**src/core/ieg_pkg.sv**
```systemverilog
// Package with register map, field positions and types for the enable group
package ieg_pkg;

  // Register byte addresses on APB
  localparam logic [11:0] IEG_ADDR_ENABLE = 12'h000;
  localparam logic [11:0] IEG_ADDR_STATUS = 12'h004;
  localparam logic [11:0] IEG_ADDR_MASK   = 12'h008;
  localparam logic [11:0] IEG_ADDR_REQ    = 12'h00c;

  // Enable register field positions
  localparam int IEG_BIT_CHARGE_TIMER = 13;
  localparam int IEG_BIT_LOW_VOLTAGE  = 8;
  localparam int IEG_BIT_CRC_GEN      = 3;
  localparam int IEG_BIT_SERIAL_TWO   = 2;
  localparam int IEG_BIT_SERIAL_ONE   = 1;

  // Implemented bits and reset value
  localparam logic [15:0] IEG_IMPL_MASK   = 16'h210e;
  localparam logic [15:0] IEG_ENABLE_RST  = 16'h0000;
  localparam logic [15:0] IEG_STATUS_RST  = 16'h0000;
  localparam logic [15:0] IEG_MASK_RST    = 16'h0000;

  // Number of bits in the source vector
  localparam int IEG_WIDTH = 16;

  // APB request bundle
  typedef struct packed {
    logic        sel;
    logic        enable;
    logic        write;
    logic [11:0] addr;
    logic [31:0] wdata;
  } ieg_apb_req_s;

endpackage : ieg_pkg

```
**src/core/ieg_gate_reg.sv**
```systemverilog
// Enable register with per-bit request gating
`timescale 1ns/1ps
module ieg_gate_reg
  import ieg_pkg::*;
(
  // Clock and reset
  input  wire logic        clk_in,
  input  wire logic        reset_in,
  // Write port
  input  wire logic        wr_in,
  input  wire logic [15:0] wdata_in,
  // Source requests
  input  wire logic [15:0] req_in,
  // Stored value and gated requests
  output logic      [15:0] enable_out,
  output logic      [15:0] gated_out
);

  logic      [15:0] enable;
  wire logic [15:0] next_enable;

  // Next value per bit; only implemented positions take write data
  genvar g;
  generate
    for (g = 0; g < IEG_WIDTH; g++) begin : g_bit
      if (IEG_IMPL_MASK[g]) begin : g_impl
        assign next_enable[g] = wr_in ? wdata_in[g] : enable[g];
      end else begin : g_none
        assign next_enable[g] = 1'b0;
      end
    end
  endgenerate

  // Enable storage, cleared at reset so every source starts blocked
  always_ff @(posedge clk_in) begin
    if (reset_in) begin
      enable <= IEG_ENABLE_RST;
    end else begin
      enable <= next_enable;
    end
  end

  // Gated requests registered toward prioritisation
  always_ff @(posedge clk_in) begin
    if (reset_in) begin
      gated_out <= 16'h0000;
    end else begin
      gated_out <= req_in & enable;
    end
  end

  assign enable_out = enable;

endmodule : ieg_gate_reg

```
**src/core/ieg_top.sv**
```systemverilog
// Interrupt enable group four: APB registers, gating and event interrupt
//
// The implementer's own choices: the placing of the registers and the APB slave port.
`timescale 1ns/1ps
module ieg_top
  import ieg_pkg::*;
(
  // Clock and reset
  input  wire logic        CLK_SYS_IN,
  input  wire logic        RESET_IN,
  // APB slave
  input  wire logic        PSEL_IN,
  input  wire logic        PENABLE_IN,
  input  wire logic        PWRITE_IN,
  input  wire logic [11:0] PADDR_IN,
  input  wire logic [31:0] PWDATA_IN,
  output logic      [31:0] PRDATA_OUT,
  output logic             PREADY_OUT,
  output logic             PSLVERR_OUT,
  // Source requests, level per source
  input  wire logic        CHARGE_TIMER_REQ_IN,
  input  wire logic        LOW_VOLTAGE_REQ_IN,
  input  wire logic        CRC_GEN_REQ_IN,
  input  wire logic        SERIAL_TWO_ERROR_REQ_IN,
  input  wire logic        SERIAL_ONE_ERROR_REQ_IN,
  // Gated requests toward prioritisation
  output logic      [15:0] GATED_REQ_OUT,
  // Summary interrupt
  output logic             IRQ_OUT
);

  ieg_apb_req_s req;
  logic [15:0]  enable;
  logic [15:0]  gated;
  logic [15:0]  gated_q;
  logic [15:0]  status;
  logic [15:0]  mask;
  logic [15:0]  next_status;
  logic [15:0]  next_mask;
  logic [15:0]  gated_rise;
  logic [15:0]  src_vec;
  logic [31:0]  next_rdata;
  logic         setup;
  logic         access;

  // Address decode shared by write and read paths
  function automatic logic hit(input logic [11:0] a, input logic [11:0] r);
    hit = (a == r);
  endfunction : hit

  // Bundle the bus request
  assign req = '{sel: PSEL_IN, enable: PENABLE_IN, write: PWRITE_IN,
                 addr: PADDR_IN, wdata: PWDATA_IN};
  assign setup  = req.sel && !req.enable;
  assign access = req.sel && req.enable && PREADY_OUT;

  // Write strobes, taken on the access edge
  wire wr_enable = access && req.write && hit(req.addr, IEG_ADDR_ENABLE);
  wire wr_status = access && req.write && hit(req.addr, IEG_ADDR_STATUS);
  wire wr_mask   = access && req.write && hit(req.addr, IEG_ADDR_MASK);
  wire mapped    = hit(req.addr, IEG_ADDR_ENABLE) || hit(req.addr, IEG_ADDR_STATUS)
                || hit(req.addr, IEG_ADDR_MASK)   || hit(req.addr, IEG_ADDR_REQ);

  // Source vector at documented bit positions
  always_comb begin
    src_vec = 16'h0000;
    src_vec[IEG_BIT_CHARGE_TIMER] = CHARGE_TIMER_REQ_IN;
    src_vec[IEG_BIT_LOW_VOLTAGE]  = LOW_VOLTAGE_REQ_IN;
    src_vec[IEG_BIT_CRC_GEN]      = CRC_GEN_REQ_IN;
    src_vec[IEG_BIT_SERIAL_TWO]   = SERIAL_TWO_ERROR_REQ_IN;
    src_vec[IEG_BIT_SERIAL_ONE]   = SERIAL_ONE_ERROR_REQ_IN;
  end

  // Enable storage and gating; the gate adds one flop and the output stage
  // another, so a source reaches the port two cycles after it changes
  ieg_gate_reg u_gate (
    .clk_in     (CLK_SYS_IN),
    .reset_in   (RESET_IN),
    .wr_in      (wr_enable),
    .wdata_in   (PWDATA_IN[15:0]),
    .req_in     (src_vec),
    .enable_out (enable),
    .gated_out  (gated)
  );

  // Rising edge of each gated request; a level held high sets its bit once
  assign gated_rise = gated & ~gated_q;

  // Sticky status, write one to clear; a new edge in the clearing cycle wins
  assign next_status = ((status & ~(wr_status ? PWDATA_IN[15:0] : 16'h0000))
                       | gated_rise) & IEG_IMPL_MASK;

  // Mask keeps only implemented positions
  assign next_mask = wr_mask ? (PWDATA_IN[15:0] & IEG_IMPL_MASK) : mask;

  // Read mux
  assign next_rdata = hit(req.addr, IEG_ADDR_ENABLE) ? {16'h0000, enable}
                    : hit(req.addr, IEG_ADDR_STATUS) ? {16'h0000, status}
                    : hit(req.addr, IEG_ADDR_MASK)   ? {16'h0000, mask}
                    : hit(req.addr, IEG_ADDR_REQ)    ? {16'h0000, gated}
                    : 32'h0000_0000;

  // Status, mask and edge history
  always_ff @(posedge CLK_SYS_IN) begin
    if (RESET_IN) begin
      status  <= IEG_STATUS_RST;
      mask    <= IEG_MASK_RST;
      gated_q <= 16'h0000;
    end else begin
      status  <= next_status;
      mask    <= next_mask;
      gated_q <= gated;
    end
  end

  // Outputs from flops
  always_ff @(posedge CLK_SYS_IN) begin
    if (RESET_IN) begin
      PREADY_OUT    <= 1'b0;
      PRDATA_OUT    <= 32'h0000_0000;
      PSLVERR_OUT   <= 1'b0;
      GATED_REQ_OUT <= 16'h0000;
      IRQ_OUT       <= 1'b0;
    end else begin
      PREADY_OUT    <= setup;
      PRDATA_OUT    <= (setup && !req.write) ? next_rdata : 32'h0000_0000;
      PSLVERR_OUT   <= setup && !mapped;
      GATED_REQ_OUT <= gated;
      IRQ_OUT       <= |(next_status & next_mask);  // Next values, so no lag after writes
    end
  end

  // Assertions
  a_charge_gate: assert property (@(posedge CLK_SYS_IN) disable iff (RESET_IN)
    (!enable[IEG_BIT_CHARGE_TIMER]) |=> !gated[IEG_BIT_CHARGE_TIMER])
    else $error("charge timer request passed while disabled");
  a_low_volt_gate: assert property (@(posedge CLK_SYS_IN) disable iff (RESET_IN)
    (enable[IEG_BIT_LOW_VOLTAGE] && LOW_VOLTAGE_REQ_IN) |=> gated[IEG_BIT_LOW_VOLTAGE])
    else $error("low voltage request not forwarded");
  a_crc_gate: assert property (@(posedge CLK_SYS_IN) disable iff (RESET_IN)
    ##1 gated[IEG_BIT_CRC_GEN] == $past(enable[IEG_BIT_CRC_GEN] && CRC_GEN_REQ_IN))
    else $error("crc request gating wrong");
  a_serial_two: assert property (@(posedge CLK_SYS_IN) disable iff (RESET_IN)
    ##1 gated[IEG_BIT_SERIAL_TWO] == $past(enable[IEG_BIT_SERIAL_TWO] && SERIAL_TWO_ERROR_REQ_IN))
    else $error("serial two gating wrong");
  a_serial_one: assert property (@(posedge CLK_SYS_IN) disable iff (RESET_IN)
    ##1 gated[IEG_BIT_SERIAL_ONE] == $past(enable[IEG_BIT_SERIAL_ONE] && SERIAL_ONE_ERROR_REQ_IN))
    else $error("serial one gating wrong");
  a_unimpl_zero: assert property (@(posedge CLK_SYS_IN) disable iff (RESET_IN)
    ((enable | status | mask | GATED_REQ_OUT) & ~IEG_IMPL_MASK) == 16'h0000)
    else $error("unimplemented bit holds a one");
  a_enable_write: assert property (@(posedge CLK_SYS_IN) disable iff (RESET_IN)
    wr_enable |=> enable == ($past(PWDATA_IN[15:0]) & IEG_IMPL_MASK))
    else $error("enable write not stored");
  a_reset_clear: assert property (@(posedge CLK_SYS_IN)
    RESET_IN |=> enable == 16'h0000 && !IRQ_OUT)
    else $error("enable not cleared by reset");
  a_ready_pulse: assert property (@(posedge CLK_SYS_IN) disable iff (RESET_IN)
    PREADY_OUT |=> !PREADY_OUT)
    else $error("pready held longer than one cycle");

  // Bus answer timing, error pairing and read data
  a_ready_after_setup: assert property (@(posedge CLK_SYS_IN) disable iff (RESET_IN)
    (PSEL_IN && !PENABLE_IN) |=> PREADY_OUT)
    else $error("no ready after a setup cycle");
  a_ready_needs_setup: assert property (@(posedge CLK_SYS_IN) disable iff (RESET_IN)
    !(PSEL_IN && !PENABLE_IN) |=> !PREADY_OUT)
    else $error("ready without a setup cycle");
  a_error_with_ready: assert property (@(posedge CLK_SYS_IN) disable iff (RESET_IN)
    PSLVERR_OUT |-> PREADY_OUT)
    else $error("slave error outside an access cycle");
  a_rdata_idle: assert property (@(posedge CLK_SYS_IN) disable iff (RESET_IN)
    !PREADY_OUT |-> PRDATA_OUT == 32'h0000_0000)
    else $error("read data not zero while idle");
  a_unmapped_error: assert property (@(posedge CLK_SYS_IN) disable iff (RESET_IN)
    (setup && !mapped) |=> PSLVERR_OUT && PRDATA_OUT == 32'h0000_0000)
    else $error("unmapped access not refused");
  a_enable_read: assert property (@(posedge CLK_SYS_IN) disable iff (RESET_IN)
    (setup && !PWRITE_IN && PADDR_IN == IEG_ADDR_ENABLE) |=>
    PRDATA_OUT == {16'h0000, $past(enable)})
    else $error("enable register read back wrong");
  a_req_view_read: assert property (@(posedge CLK_SYS_IN) disable iff (RESET_IN)
    (setup && !PWRITE_IN && PADDR_IN == IEG_ADDR_REQ) |=>
    PRDATA_OUT == {16'h0000, $past(gated)})
    else $error("request view read back wrong");

  // Pin to port gating, two flops deep
  a_gate_ports: assert property (@(posedge CLK_SYS_IN)
    disable iff (RESET_IN) ##2 GATED_REQ_OUT == ($past(src_vec, 2) & $past(enable, 2)))
    else $error("gated request port does not follow enabled sources");

  // Status, mask and interrupt level
  a_status_set: assert property (@(posedge CLK_SYS_IN) disable iff (RESET_IN)
    (|gated_rise) |=> (status & $past(gated_rise)) == $past(gated_rise))
    else $error("status bit not set by request edge");
  a_status_clear: assert property (@(posedge CLK_SYS_IN) disable iff (RESET_IN)
    (wr_status && !(|gated_rise)) |=> (status & $past(PWDATA_IN[15:0])) == 16'h0000)
    else $error("status bit not cleared by write of one");
  a_status_sticky: assert property (@(posedge CLK_SYS_IN) disable iff (RESET_IN)
    !wr_status |=> (status & $past(status)) == $past(status))
    else $error("status bit lost without a clear");
  a_mask_write: assert property (@(posedge CLK_SYS_IN) disable iff (RESET_IN)
    wr_mask |=> mask == ($past(PWDATA_IN[15:0]) & IEG_IMPL_MASK))
    else $error("mask write not stored");
  a_irq_level: assert property (@(posedge CLK_SYS_IN) disable iff (RESET_IN)
    IRQ_OUT == |(status & mask))
    else $error("interrupt level does not match status and mask");
  a_unmapped_ignore: assert property (@(posedge CLK_SYS_IN) disable iff (RESET_IN)
    (access && req.write && !mapped) |=> $stable(enable) && $stable(mask))
    else $error("unmapped write changed a register");

  c_enable_write: cover property (@(posedge CLK_SYS_IN) wr_enable);
  c_irq_raised:   cover property (@(posedge CLK_SYS_IN) $rose(IRQ_OUT));
  c_status_clear: cover property (@(posedge CLK_SYS_IN) wr_status && |status);
  c_bad_addr:     cover property (@(posedge CLK_SYS_IN) PSLVERR_OUT);
  c_gate_pass:    cover property (@(posedge CLK_SYS_IN) |GATED_REQ_OUT);

endmodule : ieg_top

```
**config.mk**
```make
export PLATFORM = sky130hd
export DESIGN_NAME = ieg_top
export DESIGN_NICKNAME = d
export VERILOG_FILES = /design/src/core/ieg_pkg.sv /design/src/core/ieg_gate_reg.sv /design/src/core/ieg_top.sv
export SDC_FILE = /design/constraint.sdc
export NUM_CORES = 1
export LEC_CHECK = 0
export ABC_AREA = 1
export BUFFER_PORTS_ARGS = -buffer_cell sky130_fd_sc_hd__buf_2
export CAP_MARGIN = 20
export CELL_PAD_IN_SITES_DETAIL_PLACEMENT = 0
export CELL_PAD_IN_SITES_GLOBAL_PLACEMENT = 2
export CORE_UTILIZATION = 24
export CTS_BUF_LIST = sky130_fd_sc_hd__clkbuf_2 sky130_fd_sc_hd__clkbuf_4 sky130_fd_sc_hd__clkbuf_8
export CTS_CLUSTER_DIAMETER = 200
export DETAILED_ROUTE_END_ITERATION = 8
export HOLD_SLACK_MARGIN = 0.08
export PLACE_DENSITY = 0.93
export SLEW_MARGIN = 20
export SYNTH_ARGS = -nofsm -noshare
export SYNTH_HDL_FRONTEND = slang
export SYNTH_SLANG_ARGS = --single-unit
```
**constraint.sdc**
```tcl
create_clock -name CLK_SYS_IN -period 2.5 [get_ports CLK_SYS_IN]
set_input_delay 0.75 -clock CLK_SYS_IN [delete_from_list [all_inputs] [get_ports CLK_SYS_IN]]
set_output_delay 0.75 -clock CLK_SYS_IN [all_outputs]
set_load 0.1 [all_outputs]
```
; Word-level counts from Yosys, hierarchy flattened
; Index checks and enable logic that the tools add are counted.
[totals]
register_bits = 104
inputBits = 54
output_inout_bits = 51
word_cells = 47
[op_classes]
eq_ne = 3
mux = 6
bitwise = 8
n_reduce_logical = 19
[ops]
columns = operator, n
row1 = $mux 16, 5
row2 = $and 14x16->16, 2
row3 = $and 14x14->14, 2
row4 = $not 14->14, 2
row5 = $eq 12x4->1 const B, 2
row6 = $reduce_or 16->1, 1
row7 = $mux 14, 1
row8 = $or 14x14->14, 1
row9 = $eq 12x3->1 const B, 1
row10 = $logic_not 12->1, 1
row11 = $logic_and 1x1->1, 9
row12 = $reduce_or 5->1, 1
row13 = $logic_not 1->1, 3
row14 = $logic_or 1x1->1, 3
row15 = $reduce_or 2->1, 1
row16 = $not 1->1, 1

; Logic depth before layout (Yosys ltp)
; Gate-level depths: netlist of run 1.
[logic_depth]
ltp_word = 10
mapped_depth = 11
depth_no_buf = 11

; Hierarchy
; A second synthesis of run 1 with hierarchy kept.
[hier_totals]
hier_cells = 340
hier_area_um2 = 2551.2
[modules_own_cells]
columns = module, instances, cells_per_inst, area_per_inst_um2, seq_area_each_um2
row1 = ieg_top, 1, 270, 2020.7, 900.9
row2 = ieg_gate_reg, 1, 70, 530.5, 200.2

; Least setup slack after synthesis of run 1
; OpenSTA, ideal clock, no wires.
[synth_path]
path_type = flip-flop to flip-flop
startpoint = reg PREADY_OUT
endpoint = reg IRQ_OUT
setup_ns = 0.128
t_arrival_ns = 1.952
required_time_ns = 2.372
slack_ns = 0.421
path_stages_with_launch = 11
path_buffers = 1
period_less_slack_ns = 2.079
path_cell_list = dfxtp_1 > nand3_1 > nor2_2 > buf_2 > nand4_1 > nand2_1 > nand2_1 > nand2_1 > nand3_1 > nor2_1 > nor2_1
[synth_between]
elab_chain_cells = 9
[synth_rtl]
columns = item, line
row1 = "start, declared", ieg_top.sv:18  ; output logic PREADY_OUT,
row2 = "start signal, assigned", ieg_top.sv:125  ; PREADY_OUT <= setup;
row3 = $logic_and 1x1->1 (*), ieg_top.sv:55  ; assign access = req.sel && req.enable && PREADY_OUT;
row4 = $logic_and 1x1->1 (*), "ieg_top.sv:59, ieg_top.sv:60"
row5 = $logic_and 1x1->1, ieg_top.sv:59  ; wire wr_status = access && req.write && hit(req.addr, IEG_ADDR_STATUS);
row6 = $mux 14, ieg_top.sv:90  ; assign next_status = ((status & ~(wr_status ? PWDATA_IN[15:0] : 16'h0000))
row7 = $not 14->14, ieg_top.sv:90
row8 = $and 14x14->14, ieg_top.sv:90
row9 = $or 14x14->14, ieg_top.sv:91  ; | gated_rise) & IEG_IMPL_MASK;
row10 = $and 14x16->16 (*), ieg_top.sv:129  ; IRQ_OUT <= |(next_status & next_mask);
row11 = $reduce_or 16->1 (*), ieg_top.sv:129
row12 = "end signal, assigned", ieg_top.sv:129
row13 = "end, declared", ieg_top.sv:29  ; output logic IRQ_OUT
; Mark *: on every way between the ends. The rest lies on a longest branch, timed or not.
; A chain may end at the register's enable or synchronous reset.

; Worst setup path after layout of run 1
[layout_path]
startpoint = in PADDR_IN[9]
endpoint = reg PRDATA_OUT[8]
[layout_between]
elab_chain_cells = 5
[layout_rtl]
columns = item, line
row1 = "start, declared", ieg_top.sv:15  ; input wire logic [11:0] PADDR_IN,
row2 = $eq 12x4->1, ieg_top.sv:48  ; hit = (a == r);
row3 = $mux 16, ieg_top.sv:100  ; : hit(req.addr, IEG_ADDR_REQ) ? {16'h0000, gated}
row4 = $mux 16, ieg_top.sv:99  ; : hit(req.addr, IEG_ADDR_MASK) ? {16'h0000, mask}
row5 = $mux 16, ieg_top.sv:98  ; : hit(req.addr, IEG_ADDR_STATUS) ? {16'h0000, status}
row6 = $mux 16 (*), ieg_top.sv:97  ; assign next_rdata = hit(req.addr, IEG_ADDR_ENABLE) ? {16'h0000, enable}
row7 = "end signal, assigned", ieg_top.sv:126  ; PRDATA_OUT <= (setup && !req.write) ? next_rdata : 32'h0000_0000;
row8 = "end, declared", ieg_top.sv:17  ; output logic [31:0] PRDATA_OUT,
; Marks and branches as above.

==> flow_summary.yaml, run 1 <==
final_layout:
  ff_latch_area_um2: 660.6
  fin_cells: 367
  final_nets: 326
  drive_gt1_share_pct: 25.83
  syn_to_final_growth_pct: 15.24
  final_area_um2: 1968
  multiInputGateArea_um2: 812.0
  fill_cells: 771
  num_antenna_cells: 0
detailed_routing:
  vias_per_cell: 3.951
  wl_um: 3795
  drt_iter0_markers: 78
  drc: 0
  ant_nets: 0
  first_pass_iters: 4
  wl_per_cell_um: 10.34
  num_vias: 1450
floorplan:
  initial_core_util_pct: 25.00
  die_area_um2: 7457
  coreArea_um2: 6832
  rows: 30
  ios: 105
  die_h_um: 86.36
  die_width_um: 86.36
place:
  portBuffers: 39
  dpl.hpwl_um: 2782
  gp_congestion: 0.7821
  dpl_cell_area_um2: 1894
  dp_cells: 361
clock_network:
  numCtsBuffers: 5
  clk_path_buf_depth: 2
  ctsHoldBuffers: 0
  post-cts-setup-buffer-count: 0
  cts_tree: "yes"
  cts_resized: 0
  cts_sinks: 33
  clkTransAtPathRegs_ns: 0.07
  htreeDepth: 2
  root_buffer: "clkbuf_8"
  clk_latency_ns: 0.28
setup_path:
  worstPathRequired_ns: 2.70
  r2r_cells: 10
  r2r-end: "IRQ_OUT"
  worst-r2r-setup-slack_ns: 0.92
  crit_path_frequent_cell: "o211ai_1"
  path_class: "in2reg"
  path_max_fanout: 16
  r2r-start: "PREADY_OUT"
  critPathCapture: "PRDATA_OUT[8]"
  worstSetupEndpointType: "flop"
  worstPathArrival_ns: 2.13
  worstPathCellList: "buf_2, nor2_1, nand2_1, nor2_4, buf_4, nand2_4, o211ai_1, o211ai_1, a21oi_1"
  cpMaxStageDelayCell: "nor2_4"
  start_kind: "primary input"
  slowest_delay_ns: 0.37
  crit_path_start: "PADDR_IN[9]"
worst_hold_path:
  min_path_type: "reg2reg"
global_routing:
  grt_use_total_pct: 11.01
  antenna_found_initial: 0
  grt_pass1_wl_um: 6182
  grt_max_degree: 28
  grt_overflow: 0
  grt_pass1_vias: 1337
yosys:
  syn_avg_cell_area_um2: 7.557
  synth.distinct_cells: 27
  synthCells: 226
  yosys_warnings: 0
  ys_ff_latch: 33
  netlist_area_um2: 1708
  seq_area_frac_synth_pct: 38.68
pwr:
  power.density_nw_per_um2: 610.4
  switching_share_pct: 39.14
  p_switching_uw: 470.2
  internal_power_uw: 731.2
  p_leak_nw: 0.9045
  seqPwrFrac_pct: 43.9
  ir_drop_v: 0.0002620
  clockPowerShare_pct: 30.5
  p_comb_share_pct: 25.6
run:
  drv_cap: 0
sta:
  setup_tns_ns: 0
  hold_viol_final: 0
  skew_ns: 0.007424
  rsz0062_at_grt: "no"
  period_minus_slack_ns: 1.922
  setup_violations: 0
  max_clock_freq_mhz: 520.3
  maxSlewViolCount: 0
  period_share_pct: 76.88
run_status:
  status: "completed"
-- critical path: cells and delay by family --
kind	cells	cell delay [ns]
and+or+nand+nor	4	0.62
AOI/OAI and AO/OA	3	0.44
buffers and inverters	2	0.31
-- layout make-up --
cell class                      count  area share, %
Tap cell                           96          6.103
Sequential cell                    33          33.57
Multi-Input combinational cell    172          41.26
Clock buffer                        5          3.496
Timing Repair Buffer               46          12.59
Clock inverter                      1         0.2543
Inverter                           14          2.734
-- sequential cells by signal (all words and copies together), names as in the netlist --
signal and cells:
GATED_REQ_OUT 5, IRQ_OUT 1, PRDATA_OUT 5, PREADY_OUT 1, PSLVERR_OUT 1, mask 5, status 5, u_gate.enable_out 5
u_gate.gated_out 5
-- per-layer routing --
metal | wire length (um) | up-vias | global-route usage (%)
li1 | - | 749 | -
met1 | 1834 | 628 | 14.10
met2 | 1633 | 68 | 17.53
met3 | 280 | 5 | 3.238
met4 | 46 | 0 | 4.091
met5 | 0 | - | 0
-- layout by cell type, fill, tap and decap left out --
cell and count:
nand2_2 4, buf_2 39, clkinv_2 2, a21oi_1 19, inv_2 1, nand2_4 1
nor2_4 1, nand2_1 48, nor3_4 1, nor2_1 19, nand3_1 13, conb_1 38
o211ai_1 8, clkbuf_8 5, o21ai_2 1, a311oi_1 1, nand4_1 7, inv_1 12
nor3_1 1, or2_2 5, buf_4 7, o21ai_0 1, nor2_2 2, dfxtp_1 33
a31o_1 1, nand3_2 1
-- how the worst min path moves through the flow --
stage	start	to	slack (ns)	cells past startpoint
after floorplan	u_gate.gated_out[13]	GATED_REQ_OUT[13]	0.42	2
after global placement	u_gate.gated_out[13]	GATED_REQ_OUT[13]	0.43	2
after detailed placement	u_gate.gated_out[13]	GATED_REQ_OUT[13]	0.43	2
after CTS	u_gate.gated_out[13]	GATED_REQ_OUT[13]	0.44	2
after global routing	u_gate.gated_out[13]	GATED_REQ_OUT[13]	0.46	2
final	u_gate.gated_out[13]	GATED_REQ_OUT[13]	0.44	2
-- kinds of logic after synthesis --
group | synth area share (%)
buffers and inverters | 21.90
AND/OR/NAND/NOR | 28.28
other | 0.2196
AO/OA/AOI/OAI | 10.92
flip-flops | 38.68
-- power by group through the flow --
stage | clock (mW) | combinational, mW | sequential, mW
2_1_floorplan | 0 | 0.312 | 0.549
3_3_place_gp | 0 | 0.307 | 0.539
3_5_place_dp | 0 | 0.308 | 0.539
4_1_cts | 0.381 | 0.308 | 0.527
5_1_grt | 0.409 | 0.317 | 0.527
6_report | 0.366 | 0.308 | 0.527
-- cell usage after synthesis --
| cell type | count | area [um^2] |
|---|---|---|
| nand2_4 | 1 | 11.26 |
| buf_6 | 1 | 11.26 |
| or2_2 | 5 | 31.28 |
| o21ai_0 | 1 | 5.000 |
| buf_4 | 39 | 292.8 |
| clkbuf_1 | 3 | 11.26 |
| inv_2 | 1 | 3.750 |
| clkinv_2 | 1 | 5.000 |
| nand3_2 | 1 | 10.01 |
| nand2_1 | 48 | 180.2 |
| a311oi_1 | 1 | 8.760 |
| a31o_1 | 1 | 8.760 |
| nand4_1 | 7 | 43.79 |
| nand3_1 | 13 | 65.06 |
| a21oi_1 | 19 | 95.09 |
| o21ai_2 | 1 | 8.760 |
| nor2_2 | 2 | 12.51 |
| dfxtp_1 | 33 | 660.6 |
| nor3_1 | 1 | 5.000 |
| nand2_2 | 4 | 25.02 |
| buf_2 | 1 | 5.000 |
| inv_1 | 12 | 45.04 |
| nor2_1 | 19 | 71.32 |
| o211ai_1 | 8 | 60.06 |
| nor2_4 | 1 | 11.26 |
| nor3_4 | 1 | 16.27 |
| conb_1 | 1 | 3.750 |
-- through the flow --
| stage | power (mW) | utilization [%] | hold slack (ns) | setup slack (ns) |
|---|---|---|---|---|
| after detailed placement | 0.8469 | 27.73 | 0.4344 | 0.2601 |
| after floorplan | 0.8610 | - | 0.4168 | 0.4205 |
| after CTS | 1.216 | 28.81 | 0.4444 | 0.5713 |
| after global placement | 0.8460 | 27.73 | 0.4324 | 0.2816 |
| final | 1.201 | 28.81 | 0.4429 | 0.5780 |
| after global routing | 1.253 | 28.81 | 0.4641 | 0.3846 |
(Power assumes the default switching activity.)
==> run 2, diff against run 1 <==
Settings changed: CORE_UTILIZATION 24 to 22, PLACE_DENSITY 0.93 to 0.87.
Clock period 2.5 ns to 1.8 ns, I/O delays scaled along.
==> run 2 against run 1 <==
Global-route usage decreased by 1.1 points. Worst setup slack lost 0.35 ns. Non-clock buffer count up 11. Combinational power up 40%. Critical path depth up 3. Cell count up 4.4%. Sequential power increased by 39%. Final area up 7.4%. Count of clock-buffer cells in the layout increased by 2.
==> flow_summary.yaml, run 2 (synthesis results as in run 1) <==
run_status:
  status: "completed"
sta:
  skew_ns: 0.01105
  setup_ws_ns: 0.2283
  rsz0062_at_grt: "no"
  setup_violations: 0
  period_minus_slack_ns: 1.572
  hold_viol_final: 0
  maxSlewViolCount: 0
  timing.hold.ws_ns: 0.4297
  period_share_pct: 87.32
  max_clock_freq_mhz: 636.3
global_routing:
  grt_max_degree: 28
  grt_use_met3_pct: 2.961
  grt_use_total_pct: 9.937
  grt_pass1_vias: 1369
  grt_use_met2_pct: 15.14
  grt_overflow: 0
  top_usage_layer: "met2"
  antenna_found_initial: 0
  grt_pass1_wl_um: 6410
  met1_usage_pct: 13.83
clock_network:
  clk_path_buf_depth: 2
  clkTransAtPathRegs_ns: 0.07
  post-cts-setup-buffer-count: 0
  root_buffer: "clkbuf_8"
  ctsHoldBuffers: 0
  cts_tree: "yes"
  htreeDepth: 2
  numCtsBuffers: 5
  cts_resized: 0
  cts_sinks: 33
  clk_latency_ns: 0.28
setup_path:
  path_class: "in2reg"
  worstSetupEndpointType: "flop"
  path_max_fanout: 9
  worstPathArrival_ns: 1.74
  critPathCapture: "IRQ_OUT"
  r2r-end: "IRQ_OUT"
  crit_path_start: "PADDR_IN[11]"
  start_kind: "primary input"
  r2r-start: "PREADY_OUT"
  worstPathRequired_ns: 1.97
  r2r_cells: 10
  worst-r2r-setup-slack_ns: 0.29
detailed_routing:
  num_vias: 1528
  wl_um: 3955
  drc: 0
  wl_per_cell_um: 10.33
  ant_nets: 0
  first_pass_iters: 4
  vias_per_cell: 3.990
  drt_iter0_markers: 87
floorplan:
  rows: 31
  die_area_um2: 8120
  die_width_um: 90.11
  die_h_um: 90.11
  coreArea_um2: 7370
  initial_core_util_pct: 23.17
  ios: 105
pwr:
  ir_drop_v: 0.0003691
  p_leak_nw: 0.9843
  p_total_mw: 1.894
  power.density_nw_per_um2: 895.7
place:
  post-place-ws_ns: -0.05996
  dpl_cell_area_um2: 1994
  dpl.hpwl_um: 3009
  gp_congestion: 0.7569
  portBuffers: 39
final_layout:
  layout_commonest_cell: "nand2_1"
  syn_to_final_growth_pct: 23.81
  final_nets: 337
  final_core_util_pct: 28.69
  final_area_um2: 2115
  num_antenna_cells: 0
  drive_gt1_share_pct: 29.58
  final_cell_mix: "nand2_1 (48), buf_2 (39), conb_1 (38), dfxtp_1 (32)"
worst_hold_path:
  min_path_type: "in2reg"
run:
  drv_cap: 0
run 2: cell count changes in the layout (fill, tap and decap cells not counted), sizes merged:
cell    previous run  this run
bufinv             0         1
buf               46        57
clkbuf             5         7
clkinv             2         1
run 2: cell type report:
cell class                      count  area [um^2]
Fill cell                         832         5255
Multi-Input combinational cell    172        812.0
Sequential cell                    33        661.9
Timing Repair Buffer               57        342.8
Tap cell                           99        123.9
Clock buffer                        7        90.09
Inverter                           14        53.80
Clock inverter                      1        30.03
run 2: worst min-delay path by stage:
stage / from / to / slack, ns / cells after the start
floorplan: u_gate.gated_out[13] / GATED_REQ_OUT[13] / 0.42 / 2
global placement: u_gate.gated_out[13] / GATED_REQ_OUT[13] / 0.43 / 2
detailed placement: u_gate.enable_out[8] / u_gate.gated_out[8] / 0.44 / 2
CTS: RESET_IN / PREADY_OUT / 0.42 / 2
global route: RESET_IN / PREADY_OUT / 0.43 / 2
finish: RESET_IN / PREADY_OUT / 0.43 / 2
run 2: routing by layer:
layer	vias up	share of wire, %
met5	-	0
met4	0	0
li1	773	-
met1	676	49
met3	0	8.5
met2	79	43
run 2: where the power goes:
| group | internal (mW) | switching, mW |
|---|---|---|
| clock | 0.466 | 0.265 |
| combinational | 0.0313 | 0.399 |
| sequential | 0.732 | 0.000575 |
run 2: through the flow:
step / TNS, ns / instances
6_report: 0 / 383
5_1_grt: 0 / 383
4_1_cts: 0 / 383
3_5_place_dp: -0.06330 / 375
3_3_place_gp: -0.04718 / 375
2_1_floorplan: 0 / 263
run 2: worst max-delay path: stages:
cell and delay (ns):
buf_2 0.09, nor2_1 0.09, nand2_1 0.09, nor2_4 0.19, buf_12 0.15, nand4_1 0.08
nand2_1 0.09, nand2_1 0.06, nand2_1 0.05, nand3_1 0.08, nor2_1 0.16, nor2_1 0.05
==> run 3, diff against run 2 <==
Clock period 1.8 ns to 1.5 ns, I/O delays scaled along.
==> run 3 against run 2 <==
First-iteration DRC count is 10% lower. Final area is 19% higher. Largest power group unchanged. Critical path type is now reg2out. Wire length is 9.7% higher. Highest routed layer is now met4. Core utilization is 5.3 points higher. Cell count is 2.1% higher.
==> flow_summary.yaml, run 3 (synthesis results as in run 1) <==
floorplan:
  initial_core_util_pct: 23.17
  ios: 105
  die_h_um: 90.11
  coreArea_um2: 7370
  die_width_um: 90.11
  rows: 31
  die_area_um2: 8120
setup_path:
  worstPathCellList: "buf_2"
  worstPathArrival_ns: 1.01
  worstSetupEndpointType: "primary output"
  start_kind: "flop"
  crit_family: "buffers and inverters"
  r2r-start: "PREADY_OUT"
  crit_buf_inv: 1
  path_max_fanout: 1
  r2r-end: "IRQ_OUT"
  path_class: "reg2out"
  slowest_delay_ns: 0.41
  worstPathRequired_ns: 1.05
  r2r_cells: 10
  worst-r2r-setup-slack_ns: 0.06
  cpMaxStageDelayCell: "buf_2"
run_status:
  status: "completed"
pwr:
  clockPowerShare_pct: 34.5
  switching_share_pct: 38.13
  p_switching_uw: 834.4
  p_comb_share_pct: 25.3
  p_leak_nw: 1.074
  ir_drop_v: 0.0005449
  internal_power_mw: 1.354
  power.density_nw_per_um2: 873.1
  seqPwrFrac_pct: 40.1
global_routing:
  grt_pass1_vias: 1398
  grt_use_total_pct: 10.44
  antenna_found_initial: 0
  grt_max_degree: 26
  grt_pass1_wl_um: 6603
  grt_overflow: 0
sta:
  period_share_pct: 97.66
  max_clock_freq_mhz: 682.7
  rsz0062_at_grt: "yes"
  skew_ns: 0.004907
  period_minus_slack_ns: 1.465
  setup_violations: 0
  hold_viol_final: 0
  setup_tns_ns: 0
  maxSlewViolCount: 0
place:
  dpl.hpwl_um: 3004
  dp_cells: 379
  gp_congestion: 0.7865
  dpl_cell_area_um2: 2221
  portBuffers: 39
clock_network:
  root_buffer: "clkbuf_8"
  numCtsBuffers: 5
  htreeDepth: 2
  clkTransAtPathRegs_ns: 0.07
  clk_path_buf_depth: 2
  clk_latency_ns: 0.29
  cts_tree: "yes"
  cts_sinks: 33
  ctsHoldBuffers: 0
detailed_routing:
  vias_per_cell: 3.944
  drt_iter0_markers: 78
  drc: 0
  first_pass_iters: 4
  wl_um: 4338
  ant_nets: 0
  num_vias: 1542
  wl_per_cell_um: 11.09
final_layout:
  final_nets: 345
  final_area_um2: 2506
  multiInputGateArea_um2: 894.6
  syn_to_final_growth_pct: 46.74
  ff_latch_area_um2: 670.6
  num_antenna_cells: 0
  layout_commonest_cell: "nand2_1"
  fin_cells: 391
  drive_gt1_share_pct: 37.33
  final_cell_mix: "nand2_1 (45), conb_1 (38), dfxtp_1 (27), buf_2 (21), buf_4 (19)"
  fill_cells: 793
worst_hold_path:
  hold_depth: 2
  hold_end: "IRQ_OUT"
  min_path_type: "in2reg"
  min_from: "RESET_IN"
run:
  drv_cap: 0
run 3: cell count changes in the layout (fill, tap and decap cells not counted), moves of 5 or more:
cell,before,now
buf_6,0,9
nor2_4,1,7
buf_2,39,21
buf_12,1,14
dfxtp_1,32,27
nor2_1,19,13
run 3: layout make-up:
cell class | instances | area share [%]
multi-input combinational | 172 | 35.70
sequential | 33 | 26.76
timing repair buffer | 65 | 26.41
tap | 99 | 4.943
clock buffer | 7 | 3.844
inverter | 14 | 2.147
clock inverter | 1 | 0.1997
run 3: timing repair:
action	4_1_cts	5_1_grt
endpoints found under the setup margin	1	11
resized for setup	0	29
setup buffers	1	2
gates cloned	0	1
pin swaps	1	11
hold endpoints to repair	0	0
run 3: worst reg2reg max path: stages, from the launching register on:
cell     delay [ns]
dfxtp_4        0.36
nand3_2        0.10
nor2_4         0.15
buf_12         0.14
nand4_1        0.09
nand2_1        0.08
nand2_1        0.06
nand2_1        0.08
nand3_2        0.10
nor2_4         0.13
nor2_1         0.05
run 3: worst max path at each step:
stage,from,to,slack [ns],depth (start not counted)
final,PSLVERR_OUT,PSLVERR_OUT,0.04,1
after global routing,PADDR_IN[9],IRQ_OUT,-0.05,13
after CTS,IRQ_OUT,IRQ_OUT,0.02,1
after detailed placement,PADDR_IN[9],IRQ_OUT,-0.32,12
after global placement,PADDR_IN[11],IRQ_OUT,-0.30,12
after floorplan,PREADY_OUT,IRQ_OUT,-0.007,10
run 3: power by group through the flow:
| stage | Sequential [mW] | Clock (mW) | Combinational (mW) |
|---|---|---|---|
| floorplan | 0.914 | 0 | 0.522 |
| global placement | 0.898 | 0 | 0.527 |
| detailed placement | 0.898 | 0 | 0.527 |
| CTS | 0.878 | 0.777 | 0.528 |
| global route | 0.878 | 0.828 | 0.569 |
| finish | 0.878 | 0.756 | 0.554 |
run 3: metrics by stage:
step	power, mW	hold WS, ns	utilization [%]	worst slack (ns)
4_1_cts	2.183	0.3675	31.61	0.02471
6_report	2.188	0.3716	34.01	0.03514
2_1_floorplan	1.436	0.4094	-	-0.007203
3_5_place_dp	1.426	0.4314	30.14	-0.3166
3_3_place_gp	1.426	0.4261	30.14	-0.3043
5_1_grt	2.274	0.3700	34.01	-0.04531
run 3: per-layer routing:
metal	vias to the layer above	global-route usage [%]	wire, um
met5	-	0	0
met4	0	4.301	52
met3	5	2.876	263
met2	59	15.97	1997
met1	692	13.76	2025
li1	786	-	-
